### src/gpc_regs.svh
// register map, field positions and reset values of the pin configuration group
// assumes word-aligned 32-bit slave access; byte address = index * 4
`ifndef GPC_REGS_SVH
`define GPC_REGS_SVH

`define GPC_IDX_FIRST 10'h039
`define GPC_IDX_P36 10'h039
`define GPC_IDX_P37 10'h03a
`define GPC_IDX_P40 10'h03b
`define GPC_IDX_P41 10'h03c
`define GPC_IDX_P42 10'h03d
`define GPC_IDX_P43 10'h03e
`define GPC_IDX_P50 10'h03f
`define GPC_IDX_STS 10'h040
`define GPC_IDX_MSK 10'h041
`define GPC_IDX_PINS 10'h042

`define GPC_CFG_RST 8'h01
`define GPC_BIT_DIR 0
`define GPC_BIT_POL 1
`define GPC_BIT_ALT 2
`define GPC_BIT_ODRN 7
`define GPC_WMASK_SEL1 8'h87
`define GPC_WMASK_SEL2 8'h8f

`define GPC_SEL_GPIO 2'b00
`define GPC_SEL_A 2'b01
`define GPC_SEL_B 2'b10
`define GPC_SEL_C 2'b11

`endif
### src/gpc_pkg.sv
// types shared by the pin configuration group
// assumes gpc_regs.svh supplies the numeric constants
package gpc_pkg;
  typedef logic [7:0] gpc_cfg_t;

  typedef struct packed {
    logic wr;
    logic [9:0] idx;
  } gpc_bus_t;

  typedef struct packed {
    gpc_cfg_t [6:0] cfg;
    logic [6:0] sync1;
    logic [6:0] sync2;
    logic [6:0] prev;
    logic [1:0] sts;
    logic [1:0] msk;
    gpc_bus_t wp;
    logic [31:0] rdata;
    logic ready;
    logic [6:0] pout;
    logic [6:0] poe;
    logic [6:0] pval;
    logic ri_n;
    logic dd_wr_ok;
    logic irq;
  } gpc_state_t;
endpackage

### src/gpc_pin_group.sv
// seven-pin configuration group: config registers, pad drive, alternates, edge events
// assumes an ahb-lite master on hclk; pin inputs arrive asynchronously
//
// Summary of operation
// config bit 0: one makes the pin input, zero makes it output
// config bit 1: one inverts the pin value, zero passes it
// config bit 7: one gives open-drain, zero gives push-pull drive
// pin 3.6 bit 2 set routes active-low keyboard reset, clear keeps gpio
// pin 3.7 bit 2 set routes gate-a20, clear keeps gpio
// pin 4.0 bit 2 set routes drive density select 0
// pin 4.1 bits 3:2: 00 gpio, 01 density select 1, 10 edge interrupt 2
// pin 4.2 bit 2 set routes the power event signal
// power event output, non-inverted, drives active low with either driver type
// pin 4.3 bits 3:2: 11 edge interrupt 3, 01 write-protect control, 00 gpio
// write-protect control forces pin 4.3 to non-inverted input
// once pin 4.3 select is 01, writes cannot change it; only reset clears
// write-protect selected and pin high: device disable register is read-only
// write-protect selected and pin low: device disable register is writable
// pin 5.0 bits 3:2 01 routes serial port 2 ring indicate input
// reserved config bits read zero and ignore writes
// edge interrupt inputs flag every rising and falling synchronised transition
// reserved select codes leave the pin as plain gpio
//
// Decided for this implementation: the AHB-Lite slave port.
`include "gpc_regs.svh"

module gpc_pin_group
  import gpc_pkg::*;
#(
  parameter int ADDR_W = 12
) (
  input wire logic hclk,
  input wire logic hresetn,
  input wire logic hsel,
  input wire logic [ADDR_W-1:0] haddr,
  input wire logic [1:0] htrans,
  input wire logic hwrite,
  input wire logic [2:0] hsize,
  input wire logic [31:0] hwdata,
  input wire logic hready,
  output logic [31:0] hrdata,
  output logic hreadyout,
  output logic hresp,
  input wire logic [6:0] pin_in,
  output logic [6:0] pin_out,
  output logic [6:0] pin_oe,
  output logic [6:0] pin_val,
  input wire logic [6:0] gpio_out_val,
  input wire logic keyboard_reset_out_n,
  input wire logic gate_a20_out,
  input wire logic drive_density_sel_0,
  input wire logic drive_density_sel_1,
  input wire logic power_event_out_n,
  output logic serial2_ring_indicate_n,
  output logic dev_disable_wr_en,
  output logic irq
);

  if (ADDR_W < 12) begin : g_chk
    $error("gpc_pin_group: ADDR_W must be at least 12");
  end

  gpc_state_t s_q;
  gpc_state_t s_d;

  logic [6:0] alt_en;
  logic [6:0] alt_val;
  logic [6:0] force_in;
  logic [6:0] nx_out;
  logic [6:0] nx_oe;
  logic [6:0] nx_val;
  logic wp_sel;
  logic ev2;
  logic ev3;
  logic [1:0] sel41;
  logic [1:0] sel43;
  logic [1:0] sel50;

  assign sel41 = s_q.cfg[3][3:2];
  assign sel43 = s_q.cfg[5][3:2];
  assign sel50 = s_q.cfg[6][3:2];
  assign wp_sel = (sel43 == `GPC_SEL_A);

  // alternate output sources per pin; input-only codes add none, so an output pin keeps its gpio drive, except pin 4.3 with write-protect control, forced to input
  assign alt_en[0] = s_q.cfg[0][`GPC_BIT_ALT];
  assign alt_val[0] = keyboard_reset_out_n;
  assign alt_en[1] = s_q.cfg[1][`GPC_BIT_ALT];
  assign alt_val[1] = gate_a20_out;
  assign alt_en[2] = s_q.cfg[2][`GPC_BIT_ALT];
  assign alt_val[2] = drive_density_sel_0;
  assign alt_en[3] = (sel41 == `GPC_SEL_A);
  assign alt_val[3] = drive_density_sel_1;
  // already active low at the source, so non-inverted keeps it low-true
  assign alt_en[4] = s_q.cfg[4][`GPC_BIT_ALT];
  assign alt_val[4] = power_event_out_n;
  assign alt_en[5] = 1'b0;
  assign alt_val[5] = 1'b0;
  assign alt_en[6] = 1'b0;
  assign alt_val[6] = 1'b0;
  assign force_in = {1'b0, wp_sel, 5'h00};

  for (genvar i = 0; i < 7; i++) begin : g_pad
    logic is_in;
    logic inv;
    logic lvl;
    assign is_in = s_q.cfg[i][`GPC_BIT_DIR] | force_in[i];
    assign inv = s_q.cfg[i][`GPC_BIT_POL] & ~force_in[i];
    assign lvl = (alt_en[i] ? alt_val[i] : gpio_out_val[i]) ^ inv;
    // open drain only ever pulls low; high is left to the board pull-up
    assign nx_oe[i] = ~is_in & (~s_q.cfg[i][`GPC_BIT_ODRN] | ~lvl);
    assign nx_out[i] = ~is_in & lvl & ~s_q.cfg[i][`GPC_BIT_ODRN];
    assign nx_val[i] = s_q.sync2[i] ^ inv;
  end

  // either edge of the synchronised level, only while the code is selected
  assign ev2 = (sel41 == `GPC_SEL_B) && (s_q.sync2[3] != s_q.prev[3]);
  assign ev3 = (sel43 == `GPC_SEL_C) && (s_q.sync2[5] != s_q.prev[5]);

  function automatic logic [31:0] rd_mux(input logic [9:0] idx, input gpc_state_t s);
    logic [31:0] v;
    v = 32'h0000_0000;
    if (idx >= `GPC_IDX_FIRST && idx <= `GPC_IDX_P50) begin
      v = {24'h00_0000, s.cfg[3'(idx - `GPC_IDX_FIRST)]};
    end else if (idx == `GPC_IDX_STS) begin
      v = {30'h0000_0000, s.sts};
    end else if (idx == `GPC_IDX_MSK) begin
      v = {30'h0000_0000, s.msk};
    end else if (idx == `GPC_IDX_PINS) begin
      v = {24'h00_0000, s.dd_wr_ok, s.pval};
    end
    return v;
  endfunction

  function automatic logic [7:0] wmask(input logic [9:0] idx);
    logic [7:0] m;
    m = `GPC_WMASK_SEL1;
    if (idx == `GPC_IDX_P41 || idx == `GPC_IDX_P43 || idx == `GPC_IDX_P50) begin
      m = `GPC_WMASK_SEL2;
    end
    return m;
  endfunction

  always_comb begin
    logic addr_ok;
    logic take;
    logic [9:0] aidx;
    logic [2:0] ci;
    logic [7:0] m;
    logic [1:0] sts_c;
    addr_ok = 1'b0;
    take = 1'b0;
    aidx = 10'h000;
    ci = 3'h0;
    m = 8'h00;
    sts_c = s_q.sts;
    s_d = s_q;
    s_d.ready = 1'b1;
    // first stage feeds only the second
    s_d.sync1 = pin_in;
    s_d.sync2 = s_q.sync1;
    s_d.prev = s_q.sync2;
    s_d.pout = nx_out;
    s_d.poe = nx_oe;
    s_d.pval = nx_val;
    s_d.ri_n = (sel50 == `GPC_SEL_A) ? nx_val[6] : 1'b1;
    s_d.dd_wr_ok = wp_sel ? ~s_q.sync2[5] : 1'b1;

    // address phase: latch a write, answer a read in the next cycle
    addr_ok = (ADDR_W == 12) || ((haddr >> 12) == '0);
    take = hsel && htrans[1] && hready;
    aidx = addr_ok ? haddr[11:2] : 10'h3ff;
    s_d.wp.wr = take && hwrite;
    s_d.wp.idx = aidx;
    s_d.rdata = (take && !hwrite) ? rd_mux(aidx, s_q) : 32'h0000_0000;

    // data phase of a write
    if (s_q.wp.wr) begin
      if (s_q.wp.idx >= `GPC_IDX_FIRST && s_q.wp.idx <= `GPC_IDX_P50) begin
        ci = 3'(s_q.wp.idx - `GPC_IDX_FIRST);
        m = wmask(s_q.wp.idx);
        s_d.cfg[ci] = hwdata[7:0] & m;
        // a selected write-protect control is frozen until reset
        if (s_q.wp.idx == `GPC_IDX_P43 && wp_sel) begin
          s_d.cfg[ci][3:2] = `GPC_SEL_A;
        end
      end else if (s_q.wp.idx == `GPC_IDX_STS) begin
        sts_c = s_q.sts & ~hwdata[1:0];
      end else if (s_q.wp.idx == `GPC_IDX_MSK) begin
        s_d.msk = hwdata[1:0];
      end
    end
    // set wins over a simultaneous write-one-to-clear
    s_d.sts = sts_c | {ev3, ev2};
    s_d.irq = |(s_d.sts & s_d.msk);
  end

  always_ff @(posedge hclk or negedge hresetn) begin
    if (!hresetn) begin
      s_q <= '0;
      s_q.cfg <= {7{`GPC_CFG_RST}};
      s_q.ri_n <= 1'b1;
      s_q.dd_wr_ok <= 1'b1;
    end else begin
      s_q <= s_d;
    end
  end

  assign hrdata = s_q.rdata;
  assign hreadyout = s_q.ready;
  assign hresp = 1'b0;
  assign pin_out = s_q.pout;
  assign pin_oe = s_q.poe;
  assign pin_val = s_q.pval;
  assign serial2_ring_indicate_n = s_q.ri_n;
  assign dev_disable_wr_en = s_q.dd_wr_ok;
  assign irq = s_q.irq;
endmodule

### config.mk
export PLATFORM = sky130hd
export DESIGN_NAME = gpc_pin_group
export DESIGN_NICKNAME = d
export VERILOG_FILES = /design/src/gpc_pkg.sv /design/src/gpc_pin_group.sv
export VERILOG_INCLUDE_DIRS = /design/src /design/src/src
export SDC_FILE = /design/constraint.sdc
export NUM_CORES = 1
export LEC_CHECK = 0
export BUFFER_PORTS_ARGS = -buffer_cell sky130_fd_sc_hd__buf_2
export CAP_MARGIN = 10
export CORE_ASPECT_RATIO = 1.5
export CORE_UTILIZATION = 57
export DETAILED_ROUTE_END_ITERATION = 10
export GPL_TIMING_DRIVEN = 0
export PLACE_DENSITY = 0.94
export SYNTH_ARGS = -nofsm -noshare
export SYNTH_HDL_FRONTEND = slang
export SYNTH_SLANG_ARGS = --single-unit
### constraint.sdc
create_clock -name hclk -period 4.4 [get_ports hclk]
set_input_delay 0.22 -clock hclk [delete_from_list [all_inputs] [get_ports hclk]]
set_output_delay 0.22 -clock hclk [all_outputs]
set_load 0.05 [all_outputs]
# Yosys cells after proc, flatten, opt, wreduce, memory -nomap -nowiden
# Index checks and enable logic that the tools add are counted.
[classes] addsub=2 magnitude_cmp=7 n_eq_ne=15 muxes=31 bitwise=72 n_reduce_logical=15
[ops] op="32-bit two-way mux" n=4
[ops] op="56-bit bitwise mux" n=2
[ops] op="56-bit two-way mux" n=1
[ops] op="10-bit by 7-bit == test with 1-bit output (second input constant)" n=5
[ops] op="8-bit demux with 3-bit select" n=2
[ops] op="8-bit two-way mux" n=5
[ops] op="10-bit by 6-bit == test with 1-bit output (second input constant)" n=3
[ops] op="8-bit binary-select mux with 3-bit select" n=1
[ops] op="1-bit NOT" n=23
[ops] op="1-bit AND" n=22
[ops] op="10-bit by 6-bit >= comparator with 1-bit output (second input constant)" n=2
[ops] op="10-bit by 6-bit less-or-equal comparator with 1-bit output (second input constant)" n=2
[ops] op="2-bit two-way mux" n=7
[ops] op="1-bit XOR" n=14
[ops] op="1-bit logical AND" n=10
[ops] op="8-bit AND" n=1
[ops] op="3-bit by 4-bit < comparator with 1-bit output (second input constant)" n=2
[ops] op="4-bit two-way mux" n=2
[ops] op="1-bit OR" n=8
[ops] op="1-bit two-way mux" n=7
[ops] op="2-bit by 1-bit == test with 1-bit output (second input constant)" n=3
[ops] op="3-bit by 1-bit subtractor with 3-bit output (second input constant)" n=2
[ops] op="2-bit AND" n=2
[ops] op="2-bit == test (second input constant)" n=2
[ops] op="8 further kinds" n=10
[word_totals] reg_bits=148 input_bits=73 output_inout_bits=58 elab_cells=164

# Depth between registers and ports, before layout
# Gate-level depths: netlist of run 1.
[depth] ltp_word=10 mapped_depth=11 depth_no_buf=7

# Worst setup path before layout of run 1
# No wires, ideal clock.
[synth_path] path_type="in2reg" startpoint="input port haddr[2]" endpoint="register s_q (netlist bit hrdata[4])" t_arrival_ns=2.314 required_time_ns=4.271 slack_ns=1.957 cell_stages=11 cell_sequence="clkbuf_1 > buf_2 > inv_1 > ha_1 > buf_2 > buf_2 > mux4_2 > nand2_1 > o21ai_0 > a22oi_1 > nor2_1"
[synth_rtl] item="start: declaration" line_no="gpc_pin_group.sv:35" rtl="input wire logic [ADDR_W-1:0] haddr,"
[synth_rtl] item="end: declaration" line_no="gpc_pin_group.sv:63" rtl="gpc_state_t s_q;"

==> results of run 1 <==
logic make-up (layout without fill, tap and decap cells):
kind of cell | count (synthesis) | after routing | synth area share [%]
flops | 120 | 120 | 56.8
simple gates | 93 | 93 | 10.6
buf+inv | 67 | 189 | 8.65
mux | 59 | 59 | 14.1
compound gates | 40 | 40 | 4.71
xor+xnor | 19 | 19 | 3.13
fa+ha+maj | 8 | 8 | 1.89
other cells | 2 | 26 | 0.141
cells in the final DEF, fill, tap and decap left out, types with 9 or more instances in the layout:
cell type	count
dfrtp_1	111
buf_2	75
buf_4	55
mux2_2	38
conb_1	26
clkbuf_16	17
dlygate4sd3_1	17
nand2_1	15
and2_1	15
a21oi_1	14
xor2_1	11
nor2b_1	11
mux2i_1	11
nand3_1	9
nor2_1	9
dfstp_2	9
timing repair:
action                    in CTS  in global routing
resized for setup              0                  0
hold buffers                  17                  0
hold endpoints to repair      57                  0
critical path: cells and delay by family:
| kind | cells | cell delay, ps |
|---|---|---|
| muxes | 1 | 360 |
| and+or+nand+nor | 2 | 140 |
| buffers and inverters | 7 | 2170 |
| adders and majority gates | 1 | 350 |
| AOI/OAI and AO/OA | 2 | 260 |
through the flow:
| stage | area [um^2] | hold WS, ps | util [%] | total power, mW | std cells |
|---|---|---|---|---|---|
| 2_1_floorplan | 5400 | -75.6 | - | 1.40 | 432 |
| 4_1_cts | 6710 | 0.359 | 75.1 | 2.91 | 664 |
| 3_3_place_gp | 5900 | 327 | 66.0 | 1.48 | 614 |
| 3_5_place_dp | 5930 | 244 | 66.4 | 1.49 | 615 |
| 6_report | 6710 | 4.71 | 75.1 | 2.90 | 664 |
| 5_1_grt | 6710 | 2.68 | 75.1 | 2.99 | 664 |
final cells by class:
class                   instances  area, um^2
plain buffers                  62         440
clock buffers                  24         492
clock inverters                 8         118
fillers                       555        2230
inverters                       5        18.8
multi-input cells             245        1930
flip-flops and latches        120        3010
well taps                     110         138
repair buffers                 90         561
path summary, 6_finish.rpt:
path                            slack [ps]  cells past startpoint                         end               from
max in group asynchronous             3260                      3  asynchronous set/reset pin            hresetn
worst max-delay path                  1170                     13         hrdata[0]$_DFF_PN0_           haddr[2]
worst max register to register        2160                      7                    register  s_q[57]$_DFF_PN0_
worst min-delay path                     5                      1           s_q[59]$_DFF_PN0_           haddr[4]
worst min register to register         350                      0           s_d[76]$_DFF_PN0_  s_d[83]$_DFF_PN0_
min in group asynchronous              350                      2        pin_out[3]$_DFF_PN0_            hresetn
routing by layer:
layer  part of all wire [%]  wire length [um]  vias up
met5                      0                 0        -
met4                    4.2               512        0
met3                    5.6               674       41
met2                     53              6350      155
met1                     37              4510     1751
li1                       -                 -     1614
power by group:
group,internal [mW],total (mW),switching (mW)
logic,0.115,0.314,0.199
clock network,0.946,1.41,0.463
registers,1.14,1.17,0.0305
==> metrics.txt, run 1 <==
vias per cell 5.36; initial DRC count 136; crit path DAT 3510 ps; most used cell, CP buf_2; commonest cells in the netlist dfrtp_1, buf_4, mux2_2, and2_1, nand2_1; met1 Use GR 32.1%; met3 GRT Util 7.25%; Synth area leaders dfrtp_1, mux2_2, buf_4; core footprint 8930 um^2; largest net degree at the start of global routing 79; DRT antenna net count 0; Syn-to-layout area delta 26.3%; Post-CTS Setup Bufs 0; hpwl dp 8.29 mm; I/O Buffers 72; DR pass1 iterations 4; setup violators final 0; max incr delay on CP 520 ps; mapped cell area 5310 um^2; slew margin rel. 42.4%; status finished, final reports clean; post-DR wirelength/cell 18.2 um; setup TNS 0 ps; Die W 80.8 um; Post-synth EDFFs 0; TritonCTS Buffers 17; busiest grt layer met2; Overall Global Routing Usage 27.8%; Clk Latency, worst-skew pair 410 ps; most frequent cell after synthesis dfrtp_1; Post-synth ARST share 100%; #FFs+latches synth 120; Synth cell types 44; IO Count 131; unrepaired setup endpoints after global routing no; vias in the first global route 3773; routability cong. 0.842; Synth area leader dfrtp_1; final hold violations 0; share of cells above drive strength 1 40.8%; Slew Viols, Final 0; VDD IR max 0.000407 V; Worst path slowest cell dlygate4sd3_1; f_max 0.309 GHz; cells along the critical path dlygate4sd3_1, buf_2, clkbuf_1, buf_2, inv_1, ha_1, buf_2, buf_2, mux4_2, nand2_1, o21ai_0, a22oi_1, nor2_1; htree depth 4; worst min path class in2reg; Clock Skew 7.22 ps; clock sink count 120; leak pwr 3.27 nW; FP Rows 42; Synth Instances 408; ys flop type dfrtp_1; clock period minus worst slack 3230 ps; grt ovf 0; Worst-Margin Slew 858 ps; Setup crit end kind register; critical path startpoint category input port; vias post-DR 3561; YS warnings 0; critical path peak fanout 10; root buffer cell clkbuf_16; Crit Path Category in2reg; final setup margin 1170 ps; die area 9710 um^2; power per standard cell area 432 nW/um^2; # DRC 0; die height 120 um; max-cap violations 0; GR Layer Usage met2 45.7%; first-pass GRT wire length 19.2 mm; final net count 622; clock buffer depth 2; initial antenna violation count 0; Tcrit/Tclk final 73.5%; Mapped Avg Cell Area 13.0 um^2; Initial Util 59.4%; CTS tree done; final wirelength 12.1 mm; register area share after synthesis 56.8%; Antenna Diode Count 0; top-area cell type share of the netlist area 52.3%; pre-CTS WS 1290 ps; CTS clock-pin slew for the worst setup and hold paths 50 ps; Req. time, crit path 4680 ps
No activity file was read; power rests on OpenSTA's default activity.
==> run 2, diff against run 1 <==
--- a/config.mk
+++ b/config.mk
@@ -9,10 +9,10 @@
 export BUFFER_PORTS_ARGS = -buffer_cell sky130_fd_sc_hd__buf_2
 export CAP_MARGIN = 10
 export CORE_ASPECT_RATIO = 1.5
-export CORE_UTILIZATION = 57
+export CORE_UTILIZATION = 48
 export DETAILED_ROUTE_END_ITERATION = 10
 export GPL_TIMING_DRIVEN = 0
-export PLACE_DENSITY = 0.94
+export PLACE_DENSITY = 0.85
 export SYNTH_ARGS = -nofsm -noshare
 export SYNTH_HDL_FRONTEND = slang
 export SYNTH_SLANG_ARGS = --single-unit
==> constraint.sdc (replaced) <==
create_clock -name hclk -period 2.87 [get_ports hclk]
set_input_delay 0.1435 -clock hclk [delete_from_list [all_inputs] [get_ports hclk]]
set_output_delay 0.1435 -clock hclk [all_outputs]
set_load 0.05 [all_outputs]
==> run 2 against run 1 <==
Via count is 0.59% lower. Final cell count up 5.1%. Critical path depth fell by 2. Critical endpoint is now hrdata[4]$_DFF_PN0_.
==> metrics.txt, run 2 (synthesized netlist as in run 1, its figures left out) <==
FP Rows 46 (+9.5%); grt ovf 0 (unchanged); critical path startpoint category input port; critical path peak fanout 10 (unchanged); worst min path class in2reg; CTS clock-pin slew for the worst setup and hold paths 50 ps (about the same); Die W 87.9 um (+8.8%); Antenna Diode Count 0 (unchanged); hold slack 22.1 ps (+17.3 ps); f_max 0.415 GHz; Slew Viols, Final 0 (unchanged); Clock Skew 7.78 ps (+0.560 ps); DRT antenna net count 0 (unchanged); unrepaired setup endpoints after global routing no; area occupied by registers 3010 um^2 (unchanged); core footprint 10600 um^2 (+19%); final wirelength 11.8 mm (-1.8%); TritonCTS Buffers 17 (unchanged); DR pass1 iterations 4 (unchanged); status finished, final reports clean; power per standard cell area 648 nW/um^2 (+50%); Overall Global Routing Usage 22.7% (-5.1 points); clock buffer depth 2 (unchanged); commonest non-fill, non-tap cells in the layout dfrtp_1, buf_2, buf_4; Sw Ratio 25.1% (+1.2 points); most used cell, CP buf_2; Int Power 3.27 mW (+48%); final net count 622 (unchanged); # DRC 0 (unchanged); Setup crit end kind register; share of cells above drive strength 1 41.2% (+0.36 points); routability cong. 0.850 (+0.95%); Syn-to-layout area delta 26.9%; number of instances in the placed design 649 (+5.5%); largest net degree at the start of global routing 63 (-20%); initial antenna violation count 0 (unchanged); Comb power frac 11.0% (+0.2 points); first-pass GRT wire length 18.8 mm (-2.3%); footprint of the multi-input gates 1930 um^2 (unchanged); leak pwr 3.25 nW (-0.49%); Filler Cells Inserted 799 (+44%); I/O Buffers 72 (unchanged); final cell count without fillers 698 (+5.1%); CTS tree done; cells along the critical path buf_2, buf_2, inv_1, ha_1, buf_2, buf_2, mux4_2, nand2_1, o21ai_0, a22oi_1, nor2_1; Tcrit/Tclk final 83.9%; slew margin rel. 37.7% (-4.7 points); root buffer cell clkbuf_16; setup TNS 0 ps (unchanged); vias post-DR 3540 (-0.59%); setup violators final 0 (unchanged); hpwl dp 8.20 mm (-1.1%); commonest non-fill, non-tap cell in the layout dfrtp_1; max-cap violations 0 (unchanged); Sw Pwr 1.10 mW (+59%); Initial Util 49.9% (-9.6 points); Worst-Margin Slew 927 ps (+69.7 ps); Clk pwr share 47.9% (-0.7 points); max incr delay on CP 360 ps (-160 ps); clock period minus worst slack 2410 ps; die height 131 um (+8.8%); post-DR wirelength/cell 17.0 um (-6.6%); final hold violations 0 (unchanged); register share of total power 41.1% (+0.5 points); Worst path slowest cell mux4_2; crit path DAT 2700 ps (-810 ps); initial DRC count 169 (+24%); htree depth 4 (unchanged); vias per cell 5.07 (-5.4%); clock sink count 120 (unchanged); vias in the first global route 3762 (-0.29%); VDD IR max 0.000435 V (+6.9%); Crit Path Category in2reg; final core utilization 63.3% (-12 points); IO Count 131 (unchanged); Clk Latency, worst-skew pair 420 ps (about the same); Req. time, crit path 3160 ps (-1520 ps); die area 11500 um^2 (+18%)
==> run 2: cell types whose count changed in the layout (fill, tap and decap cells not counted) <==
cell / previous run / this run
bufinv_16: 3 / 2
clkbuf_1: 7 / 4
clkbuf_8: 4 / 3
clkinv_2: 4 / 3
clkinv_4: 0 / 2
clkinvlp_4: 1 / 4
dlygate4sd3_1: 17 / 18
==> run 2: metrics by stage <==
stage	power, mW	cell area [um^2]	setup slack, ps
floorplan	2.14	5400	503
CTS	4.40	6740	194
detailed placement	2.28	5970	-262
global placement	2.27	5940	-225
finish	4.37	6740	463
global route	4.51	6740	323
==> run 2: path summary, 6_finish.rpt <==
check | start | endpoint | slack [ps] | cells after the start
min reg2reg | s_d[80]$_DFF_PN0_ | s_d[73]$_DFF_PN0_ | 350 | 0
max in group asynchronous | hresetn | serial2_ring_indicate_n$_DFF_PN1_ | 1710 | 3
min in group asynchronous | hresetn | pin_oe[3]$_DFF_PN0_ | 360 | 2
max reg2reg | s_q[57]$_DFF_PN0_ | register | 640 | 7
min | htrans[1] | s_q[67]$_DFF_PN0_ | 20 | 2
max | haddr[2] | hrdata[4]$_DFF_PN0_ | 460 | 11
==> run 2: power groups by stage <==
| stage | combinational [mW] | sequential [mW] | clock (mW) |
|---|---|---|---|
| floorplan | 0.326 | 1.81 | 0 |
| global placement | 0.446 | 1.82 | 0 |
| detailed placement | 0.458 | 1.82 | 0 |
| CTS | 0.482 | 1.80 | 2.12 |
| global route | 0.516 | 1.80 | 2.20 |
| finish | 0.480 | 1.80 | 2.09 |
==> run 2: critical path: cells and delay by family <==
family                   cells  cell delay, ps
AND/OR/NAND/NOR              2             150
buffers and inverters        5            1390
adder cells (fa/ha/maj)      1             350
AO/OA/AOI/OAI                2             280
multiplexers                 1             360
==> run 2: layout make-up <==
| cell class | instances | area share, % |
|---|---|---|
| well taps | 144 | 2.67 |
| plain buffers | 61 | 6.48 |
| inverters | 5 | 0.278 |
| clock inverters | 11 | 1.82 |
| repair buffers | 91 | 8.46 |
| multi-input cells | 245 | 28.6 |
| clock buffers | 21 | 6.98 |
| flip-flops and latches | 120 | 44.7 |
==> run 2: repair_timing <==
action | CTS | global route
setup endpoints to repair | 0 | 2
hold buffers | 18 | 0
hold endpoints to repair | 75 | 0
setup buffers | 0 | 0
gates resized for setup | 0 | 0
==> run 2: layer usage <==
layer	vias up	routed length [um]	share of wire, %	track usage (%)
met5	-	0	0	0
met4	0	600	5.1	15.0
met3	37	532	4.5	5.78
met2	122	6360	54	39.7
met1	1774	4350	37	23.9
li1	1607	-	-	-
